===== src/inc/rpp_pkg.sv =====
// package: register map, field positions and buffer mode decoding of the receive control word
package rpp_pkg;

    // ==========================================================
    // register offsets (byte addresses)
    localparam logic [7:0] RPP_CTRL_OFS = 8'h00;
    localparam logic [7:0] RPP_CFG_OFS = 8'h04;
    localparam logic [7:0] RPP_STAT_OFS = 8'h08;

    // ==========================================================
    // receive control word fields
    localparam int unsigned RPP_IBR_BIT = 13;
    localparam int unsigned RPP_DPB_BIT = 10;
    localparam int unsigned RPP_BROADCAST_RECEIVED_FLAG_BIT = 9;
    localparam int unsigned RPP_PINGPONG_ACTIVE_ACK_BIT = 8;
    localparam int unsigned RPP_ZN_LSB = 4;
    localparam int unsigned RPP_ZN_W = 4;
    localparam int unsigned RPP_PINGPONG_STOP_REQUEST_BIT = 3;
    localparam int unsigned RPP_PINGPONG_ENABLE_BIT = 2;
    localparam int unsigned RPP_C2_BIT = 1;
    localparam int unsigned RPP_C1_BIT = 0;
    localparam logic [15:0] RPP_CTRL_RESET = 16'h0000;

    // ==========================================================
    // configuration register fields
    localparam int unsigned RPP_GIE_BIT = 0;
    localparam int unsigned RPP_BINV_BIT = 1;
    localparam int unsigned RPP_SOFTWARE_RESET_CMD_BIT = 2;

    // ==========================================================
    // status register fields
    localparam int unsigned RPP_ST_MODE_LSB = 0;
    localparam int unsigned RPP_ST_BUSY_BIT = 2;
    localparam int unsigned RPP_ST_BUF_BIT = 3;
    localparam int unsigned RPP_ST_OVW_BIT = 4;

    // ==========================================================
    // terminal address that means broadcast
    localparam logic [4:0] RPP_BROADCAST_RECEIVED_FLAG_ADDR = 5'h1F;

    typedef enum logic [1:0] {
        RPP_MODE_INDEXED,
        RPP_MODE_CIRC1,
        RPP_MODE_CIRC2,
        RPP_MODE_PINGPONG
    } rpp_mode_t;

    typedef enum logic {
        RPP_ST_IDLE,
        RPP_ST_RECV
    } rpp_state_t;

    // ping-pong outranks circular 2, which outranks circular 1
    function automatic rpp_mode_t rpp_decode_mode(input logic pingpong_enable, input logic c2, input logic c1);
        rpp_mode_t m;
        if (pingpong_enable)
            m = RPP_MODE_PINGPONG;
        else if (c2)
            m = RPP_MODE_CIRC2;
        else if (c1)
            m = RPP_MODE_CIRC1;
        else
            m = RPP_MODE_INDEXED;
        return m;
    endfunction

endpackage


===== src/hw/rpp_rx_ctrl.sv =====
// module: receive subaddress control word with wishbone access and message tracking
//
// Notes on behaviour
// - valid broadcast receive command sets the broadcast received flag, bit 9
// - interrupt rises only with per-subaddress bit 13 and global enable both set
// - broadcast invalid config makes address 31 commands invalid; flag has no effect
// - master reset and software reset both clear the broadcast received flag
// - acknowledge bit 8 belongs to the device; host writes leave it alone
// - with ping-pong enabled, device raises acknowledge once ping-pong is active
// - stop request bit 3 set: device drops acknowledge to confirm suspension
// - stop request cleared: device raises acknowledge again to confirm resume
// - enable high, acknowledge low: overwrite buffer chosen by bit 10, no toggle
// - host loads trailing zero count into bits 7-4; device uses it
// - pointer zero means buffer A, one buffer B; inverts after error-free message with ping-pong enabled and no overwrite
// - mode: ping-pong, else circular 2, else circular 1, else indexed single
`timescale 1ns/1ns
`default_nettype none
module rpp_rx_ctrl
    import rpp_pkg::*;
(
    input wire logic clk_i,
    input wire logic rst_i,
    // wishbone slave
    input wire logic cyc_i,
    input wire logic stb_i,
    input wire logic we_i,
    input wire logic [7:0] adr_i,
    input wire logic [3:0] sel_i,
    input wire logic [31:0] dat_i,
    output logic [31:0] dat_o,
    output logic ack_o,
    // message events from the protocol engine
    input wire logic cmd_valid_i,
    input wire logic [4:0] cmd_rt_addr_i,
    input wire logic msg_done_i,
    input wire logic msg_ok_i,
    // buffer steering
    output logic rx_active_o,
    output logic [1:0] rx_mode_o,
    output logic rx_buffer_sel_o,
    output logic rx_overwrite_o,
    output logic [3:0] circ2_trailing_zero_count_o,
    output logic irq_o
);

    // ==========================================================
    // state
    typedef struct packed {
        logic ack;
        logic [31:0] rdat;
        logic broadcast_interrupt_enable;
        logic [3:0] zn;
        logic pingpong_stop_request;
        logic pingpong_enable;
        logic c2;
        logic c1;
        logic gie;
        logic binv;
        logic software_reset_cmd;
        rpp_state_t state;
        rpp_mode_t mode;
    } rpp_main_state_t;

    rpp_main_state_t st_ff;
    rpp_main_state_t nxt_st;

    logic broadcast_received_flag_flag;
    logic pingpong_active_ack;
    logic data_pointer_select;
    logic cur_buf;
    logic cur_ovw;
    logic broadcast_received_flag_cmd;
    logic cmd_accept;
    logic msg_end;
    logic wr_req;
    logic rd_req;
    logic [15:0] ctrl_word;
    logic [31:0] stat_word;

    // ==========================================================
    // command qualification
    assign broadcast_received_flag_cmd = (cmd_rt_addr_i == RPP_BROADCAST_RECEIVED_FLAG_ADDR);
    // with broadcast invalid, address 31 is simply not a command for us
    assign cmd_accept = cmd_valid_i && (st_ff.state == RPP_ST_IDLE) && !(broadcast_received_flag_cmd && st_ff.binv);
    assign msg_end = msg_done_i && (st_ff.state == RPP_ST_RECV);

    assign wr_req = cyc_i && stb_i && we_i && !st_ff.ack;
    assign rd_req = cyc_i && stb_i && !we_i && !st_ff.ack;

    // ==========================================================
    // read views
    always_comb
    begin
        ctrl_word = RPP_CTRL_RESET;
        ctrl_word[RPP_IBR_BIT] = st_ff.broadcast_interrupt_enable;
        ctrl_word[RPP_DPB_BIT] = data_pointer_select;
        ctrl_word[RPP_BROADCAST_RECEIVED_FLAG_BIT] = broadcast_received_flag_flag;
        ctrl_word[RPP_PINGPONG_ACTIVE_ACK_BIT] = pingpong_active_ack;
        ctrl_word[RPP_ZN_LSB +: RPP_ZN_W] = st_ff.zn;
        ctrl_word[RPP_PINGPONG_STOP_REQUEST_BIT] = st_ff.pingpong_stop_request;
        ctrl_word[RPP_PINGPONG_ENABLE_BIT] = st_ff.pingpong_enable;
        ctrl_word[RPP_C2_BIT] = st_ff.c2;
        ctrl_word[RPP_C1_BIT] = st_ff.c1;
        stat_word = 32'h0000_0000;
        stat_word[RPP_ST_MODE_LSB +: 2] = st_ff.mode;
        stat_word[RPP_ST_BUSY_BIT] = (st_ff.state == RPP_ST_RECV);
        stat_word[RPP_ST_BUF_BIT] = cur_buf;
        stat_word[RPP_ST_OVW_BIT] = cur_ovw;
    end

    // ==========================================================
    // next state
    always_comb
    begin
        nxt_st = st_ff;
        nxt_st.ack = cyc_i && stb_i && !st_ff.ack;
        nxt_st.software_reset_cmd = 1'b0;
        // bus writes; bits 15..14, 12..9 and acknowledge are not host writable
        if (wr_req)
        begin
            case (adr_i)
                RPP_CTRL_OFS:
                begin
                    if (sel_i[0])
                    begin
                        nxt_st.zn = dat_i[RPP_ZN_LSB +: RPP_ZN_W];
                        nxt_st.pingpong_stop_request = dat_i[RPP_PINGPONG_STOP_REQUEST_BIT];
                        nxt_st.pingpong_enable = dat_i[RPP_PINGPONG_ENABLE_BIT];
                        nxt_st.c2 = dat_i[RPP_C2_BIT];
                        nxt_st.c1 = dat_i[RPP_C1_BIT];
                    end
                    if (sel_i[1])
                        nxt_st.broadcast_interrupt_enable = dat_i[RPP_IBR_BIT];
                end
                RPP_CFG_OFS:
                begin
                    if (sel_i[0])
                    begin
                        nxt_st.gie = dat_i[RPP_GIE_BIT];
                        nxt_st.binv = dat_i[RPP_BINV_BIT];
                        nxt_st.software_reset_cmd = dat_i[RPP_SOFTWARE_RESET_CMD_BIT];
                    end
                end
                default:
                begin
                    nxt_st.software_reset_cmd = 1'b0;
                end
            endcase
        end
        // bus reads; unmapped addresses read zero
        if (rd_req)
        begin
            case (adr_i)
                RPP_CTRL_OFS: nxt_st.rdat = {16'h0000, ctrl_word};
                RPP_CFG_OFS: nxt_st.rdat = {29'h0000_0000, st_ff.software_reset_cmd, st_ff.binv, st_ff.gie};
                RPP_STAT_OFS: nxt_st.rdat = stat_word;
                default: nxt_st.rdat = 32'h0000_0000;
            endcase
        end
        // mode is frozen while a message runs so steering never changes midway
        if (st_ff.state == RPP_ST_IDLE)
            nxt_st.mode = rpp_decode_mode(st_ff.pingpong_enable, st_ff.c2, st_ff.c1);
        // message tracking
        case (st_ff.state)
            RPP_ST_IDLE:
            begin
                if (cmd_accept)
                begin
                    nxt_st.mode = rpp_decode_mode(st_ff.pingpong_enable, st_ff.c2, st_ff.c1);
                    nxt_st.state = RPP_ST_RECV;
                end
            end
            RPP_ST_RECV:
            begin
                if (msg_done_i)
                    nxt_st.state = RPP_ST_IDLE;
            end
            default:
            begin
                nxt_st.state = RPP_ST_IDLE;
            end
        endcase
        if (st_ff.software_reset_cmd)
            nxt_st.state = RPP_ST_IDLE;
    end

    // ==========================================================
    // registers
    always_ff @(posedge clk_i)
    begin
        if (rst_i)
        begin
            st_ff <= '0;
            st_ff.state <= RPP_ST_IDLE;
            st_ff.mode <= RPP_MODE_INDEXED;
        end
        else
        begin
            st_ff <= nxt_st;
        end
    end

    // ==========================================================
    // broadcast flag and interrupt
    rpp_broadcast_received_flag_flag u_broadcast_received_flag (
        .clk_i(clk_i),
        .rst_i(rst_i),
        .sw_rst_i(st_ff.software_reset_cmd),
        .broadcast_received_flag_hit_i(cmd_accept && broadcast_received_flag_cmd),
        .ibr_i(st_ff.broadcast_interrupt_enable),
        .gie_i(st_ff.gie),
        .binv_i(st_ff.binv),
        .flag_o(broadcast_received_flag_flag),
        .irq_o(irq_o)
    );

    // ==========================================================
    // ping-pong handshake
    rpp_pp_handshake u_pp (
        .clk_i(clk_i),
        .rst_i(rst_i),
        .sw_rst_i(st_ff.software_reset_cmd),
        .pingpong_enable_i(st_ff.pingpong_enable),
        .pingpong_stop_request_i(st_ff.pingpong_stop_request),
        .busy_i(st_ff.state == RPP_ST_RECV),
        .msg_start_i(cmd_accept),
        .msg_done_i(msg_end),
        .msg_ok_i(msg_ok_i),
        .pingpong_active_ack_o(pingpong_active_ack),
        .dpb_o(data_pointer_select),
        .cur_buf_o(cur_buf),
        .cur_ovw_o(cur_ovw)
    );

    // ==========================================================
    // outputs
    assign dat_o = st_ff.rdat;
    assign ack_o = st_ff.ack;
    assign rx_active_o = (st_ff.state == RPP_ST_RECV);
    assign rx_mode_o = st_ff.mode;
    assign rx_buffer_sel_o = cur_buf;
    assign rx_overwrite_o = cur_ovw;
    assign circ2_trailing_zero_count_o = st_ff.zn;

endmodule // rpp_rx_ctrl
`default_nettype wire


===== src/hw/rpp_broadcast_received_flag_flag.sv =====
// module: broadcast received flag and broadcast interrupt output
`timescale 1ns/1ns
`default_nettype none
module rpp_broadcast_received_flag_flag
    import rpp_pkg::*;
(
    input wire logic clk_i,
    input wire logic rst_i,
    input wire logic sw_rst_i,
    input wire logic broadcast_received_flag_hit_i,
    input wire logic ibr_i,
    input wire logic gie_i,
    input wire logic binv_i,
    output logic flag_o,
    output logic irq_o
);

    typedef struct packed {
        logic flag;
        logic irq;
    } rpp_bc_state_t;

    rpp_bc_state_t st_ff;
    rpp_bc_state_t nxt_st;

    // ==========================================================
    // next state
    always_comb
    begin
        nxt_st = st_ff;
        if (sw_rst_i)
            nxt_st.flag = 1'b0;
        if (broadcast_received_flag_hit_i && !binv_i)
            nxt_st.flag = 1'b1;
        // flag is meaningless while broadcast is treated as invalid
        nxt_st.irq = nxt_st.flag && ibr_i && gie_i && !binv_i;
    end

    // ==========================================================
    // registers
    always_ff @(posedge clk_i)
    begin
        if (rst_i)
            st_ff <= '0;
        else
            st_ff <= nxt_st;
    end

    assign flag_o = st_ff.flag;
    assign irq_o = st_ff.irq;

endmodule // rpp_broadcast_received_flag_flag
`default_nettype wire


===== src/hw/rpp_pp_handshake.sv =====
// module: ping-pong acknowledge handshake and data pointer select
`timescale 1ns/1ns
`default_nettype none
module rpp_pp_handshake
    import rpp_pkg::*;
(
    input wire logic clk_i,
    input wire logic rst_i,
    input wire logic sw_rst_i,
    input wire logic pingpong_enable_i,
    input wire logic pingpong_stop_request_i,
    input wire logic busy_i,
    input wire logic msg_start_i,
    input wire logic msg_done_i,
    input wire logic msg_ok_i,
    output logic pingpong_active_ack_o,
    output logic dpb_o,
    output logic cur_buf_o,
    output logic cur_ovw_o
);

    typedef struct packed {
        logic pingpong_active_ack;
        logic data_pointer_select;
        logic cur_buf;
        logic cur_ovw;
    } rpp_pp_state_t;

    rpp_pp_state_t st_ff;
    rpp_pp_state_t nxt_st;

    // ==========================================================
    // next state
    always_comb
    begin
        nxt_st = st_ff;
        // acknowledge only moves between messages so a message never changes mode midway
        if (!busy_i && !msg_start_i)
            nxt_st.pingpong_active_ack = pingpong_enable_i && !pingpong_stop_request_i;
        if (msg_start_i)
        begin
            nxt_st.cur_buf = st_ff.data_pointer_select;
            nxt_st.cur_ovw = pingpong_enable_i && !st_ff.pingpong_active_ack;
        end
        if (msg_done_i && msg_ok_i && pingpong_enable_i && !st_ff.cur_ovw)
            nxt_st.data_pointer_select = !st_ff.data_pointer_select;
        if (sw_rst_i)
            nxt_st.data_pointer_select = 1'b0;
    end

    // ==========================================================
    // registers
    always_ff @(posedge clk_i)
    begin
        if (rst_i)
            st_ff <= '0;
        else
            st_ff <= nxt_st;
    end

    assign pingpong_active_ack_o = st_ff.pingpong_active_ack;
    assign dpb_o = st_ff.data_pointer_select;
    assign cur_buf_o = st_ff.cur_buf;
    assign cur_ovw_o = st_ff.cur_ovw;

endmodule // rpp_pp_handshake
`default_nettype wire


===== config.mk =====
export PLATFORM = sky130hd
export DESIGN_NAME = rpp_rx_ctrl
export DESIGN_NICKNAME = d
export VERILOG_FILES = /design/src/inc/rpp_pkg.sv /design/src/hw/rpp_rx_ctrl.sv /design/src/hw/rpp_broadcast_received_flag_flag.sv /design/src/hw/rpp_pp_handshake.sv
export SDC_FILE = /design/constraint.sdc
export NUM_CORES = 1
export LEC_CHECK = 0
export BUFFER_PORTS_ARGS = -buffer_cell sky130_fd_sc_hd__buf_2
export CAP_MARGIN = 40
export CORE_MARGIN = 8
export CORE_UTILIZATION = 44
export DETAILED_ROUTE_END_ITERATION = 8
export PLACE_DENSITY = 0.8
export SYNTH_ARGS = -nofsm -noshare
export SYNTH_HDL_FRONTEND = slang
export SYNTH_SLANG_ARGS = --single-unit

===== constraint.sdc =====
create_clock -name clk_i -period 1.4 [get_ports clk_i]
set_input_delay 0.14 -clock clk_i [delete_from_list [all_inputs] [get_ports clk_i]]
set_output_delay 0.14 -clock clk_i [all_outputs]
set_load 0.02 [all_outputs]

==> flow_metrics.py <==
metrics = {
    "outcome": {
        "status": "finished clean",
    },
    "hold_path": {
        "holdCritPathClass": "primary input to register",
    },
    "die": {
        "pin_count": 100,
        "initial_core_util": 0.450,
        "rows": 23,
        "coreArea_sq_mm": 0.00394,
        "die_w_um": 79.5,
        "die_h_um": 79.5,
        "dieArea_sq_mm": 0.00632,
    },
    "sta": {
        "period_needed_ns": 1.34,
        "period_share": 0.954,
        "timing.fmax_mhz": 749,
        "skew_ns": 0.00204,
        "setup_slack_ns": 0.0643,
        "setup_viol": 0,
        "slew_viol_final": 0,
        "timing.setup.tns_ns": 0,
        "rsz0062_at_grt": "false",
        "finalHoldViolations": 0,
    },
    "setup_path": {
        "crit_path_end_kind": "register",
        "start_kind": "register",
        "critical_path_class": "register to register",
        "cp.required_ns": 1.61,
        "cp_max_fo": 5,
        "cp_data_arrival_time_ns": 1.55,
    },
    "global_route": {
        "antenna_found_initial": 0,
        "grt_remaining_overflow": 0,
        "grt_pass1_wl_um": 6960,
        "grt_usage": 0.138,
        "grt_pass1_vias": 1509,
        "grt_start_max_net_pins": 23,
    },
    "route": {
        "first_pass_iters": 4,
        "num_vias": 1492,
        "drc": 0,
        "wirelength_um": 4340,
        "drt-vias-per-instance": 4.96,
        "routedWlPerCell_um": 14.4,
        "drtAntennaViolNets": 0,
        "dr.first_iter.drc_count": 86,
    },
    "power": {
        "vdd_drop_max_mv": 0.372,
        "leakage_nw": 0.924,
        "power_mw": 1.88,
        "power_density_mw_per_mm2": 896,
    },
    "clock_network": {
        "post_cts_buffers": 0,
        "cts_buffers": 5,
        "cts_root_buf": "clkbuf_8",
        "cts_buffer_depth": 2,
        "hold_buffers": 0,
        "cts_tree": "built",
        "clk_pin_slew_worst_paths_ns": 0.06,
        "clk_latency_ns": 0.28,
        "htree_levels": 2,
        "cts_num_sinks": 34,
    },
    "job": {
        "maxCapViolations": 0,
    },
    "place": {
        "dp.cells": 294,
        "place.gp.congestion": 0.858,
        "dp_slack_ns": 0.0576,
        "hpwl_um": 3450,
        "portBuffers": 54,
    },
    "finish": {
        "nets": 308,
        "fill_cells": 387,
        "antenna-diode-count": 0,
        "final_cells": 301,
        "fin_util": 0.532,
        "area_growth_syn_to_layout_pct": 18.2,
        "drive_above_1_share": 0.307,
    },
    "synthesis": {
        "synth_ff_type": "dfxtp_1",
        "synthTopCellsByArea": "dfxtp_1, buf_4, mux2i_1",
        "avgSynthCellArea_sq_um": 9.05,
        "ys_ff_latch": 34,
        "syn_inst": 196,
        "synth.most_common_cell": "dfxtp_1",
        "yosysTopAreaCell": "dfxtp_1",
        "syn_area_sq_mm": 0.00177,
        "yosys_warnings": 0,
        "ys_seq_area_frac": 0.384,
        "synth_top_area_frac": 0.384,
        "synth-async-reset-ratio": 0,
        "synth_enable_flop_cells": 0,
        "synth_commonest_cells": "dfxtp_1, nand2b_1, buf_4",
        "synth.distinct_cells": 37,
    },
}
[layout by cell type, fill, tap and decap left out, types with 2 or more instances in the layout]
cell type,Yosys,layout
conb_1,1,20
buf_4,24,11
mux2i_1,17,17
mux2_2,2,2
clkbuf_1,7,2
a2bb2oi_1,3,3
nand3b_1,3,3
nor2_1,9,9
o21ai_0,4,4
nor3_1,4,4
nand2_1,12,12
a21oi_1,10,10
inv_1,4,4
nand2b_1,25,25
dfxtp_1,34,34
buf_2,1,54
nand4_1,13,13
clkbuf_8,0,5
[layout make-up]
cell class | instances | area (sq um) | area share
multi-input combinational | 141 | 908 | 0.433
sequential | 34 | 681 | 0.325
tap | 50 | 62.6 | 0.0299
inverter | 4 | 15.0 | 0.00716
clock buffer | 7 | 76.3 | 0.0364
timing repair buffer | 65 | 353 | 0.168
[power by group]
part	switching [mW]	total, mW	internal [mW]
combinational	0.146	0.238	0.0919
clock	0.314	0.656	0.341
sequential	0.00963	0.984	0.974
total	0.470	1.88	1.41
[timing repair]
action                                 CTS  global route
endpoints found under the hold margin    0             0
setup endpoints to repair                0             2
gates resized for setup                  0             2
[cell families (layout without fill, tap and decap cells)]
family	count (synthesis)	count (layout)	share of synthesized area
and+or+nand+nor	79	79	0.274
buffers and inverters	40	76	0.149
DFF	34	34	0.384
AOI/OAI and AO/OA	23	23	0.0826
muxes	19	19	0.109
other	1	20	0.00212
[routing by layer]
metal  up-vias  wire, um  GRT usage
li1        744         -          -
met3         7       451     0.0642
met2        56      2020      0.223
met5         -         0          0
met4         0        66     0.0593
met1       685      1800      0.152
[worst max-delay path, cell delays in order, from the launching register on]
cell and delay, ns:
dfxtp_1 0.34, and4b_1 0.33, and4_4 0.26, buf_4 0.16, mux2i_1 0.18
[worst paths after layout]
| kind | startpoint | end | slack (ns) | cells after the start |
|---|---|---|---|---|
| max | ack_o | circ2_trailing_zero_count_o[2] | 0.06 | 4 |
| min | stb_i | ack_o | 0.11 | 3 |
| max reg2reg | ack_o | circ2_trailing_zero_count_o[2] | 0.06 | 4 |
| min reg2reg | dat_o[5] | dat_o[5] | 0.45 | 2 |
[stage by stage]
| stage | hold slack, ns | instance area, sq um |
|---|---|---|
| finish | 0.105 | 2100 |
| global route | 0.115 | 2100 |
| CTS | 0.0946 | 2090 |
| detailed placement | 0.397 | 2010 |
| global placement | 0.393 | 2010 |
| floorplan | 0.258 | 1840 |
[registers in the layout, summed over array words and instances (netlist names)]
signal                            count
st_ff                                 3
u_pp.dpb_o                            1
u_pp.cur_ovw_o                        1
rx_mode_o                             2
u_broadcast_received_flag.flag_o      1
u_pp.cur_buf_o                        1
dat_o                                12
ack_o                                 1
ctrl_word                             5
rx_active_o                           1
u_broadcast_received_flag.irq_o       1
u_pp.pingpong_active_ack_o            1
circ2_trailing_zero_count_o           4
Note: power is estimated with default switching activity, not from simulation.
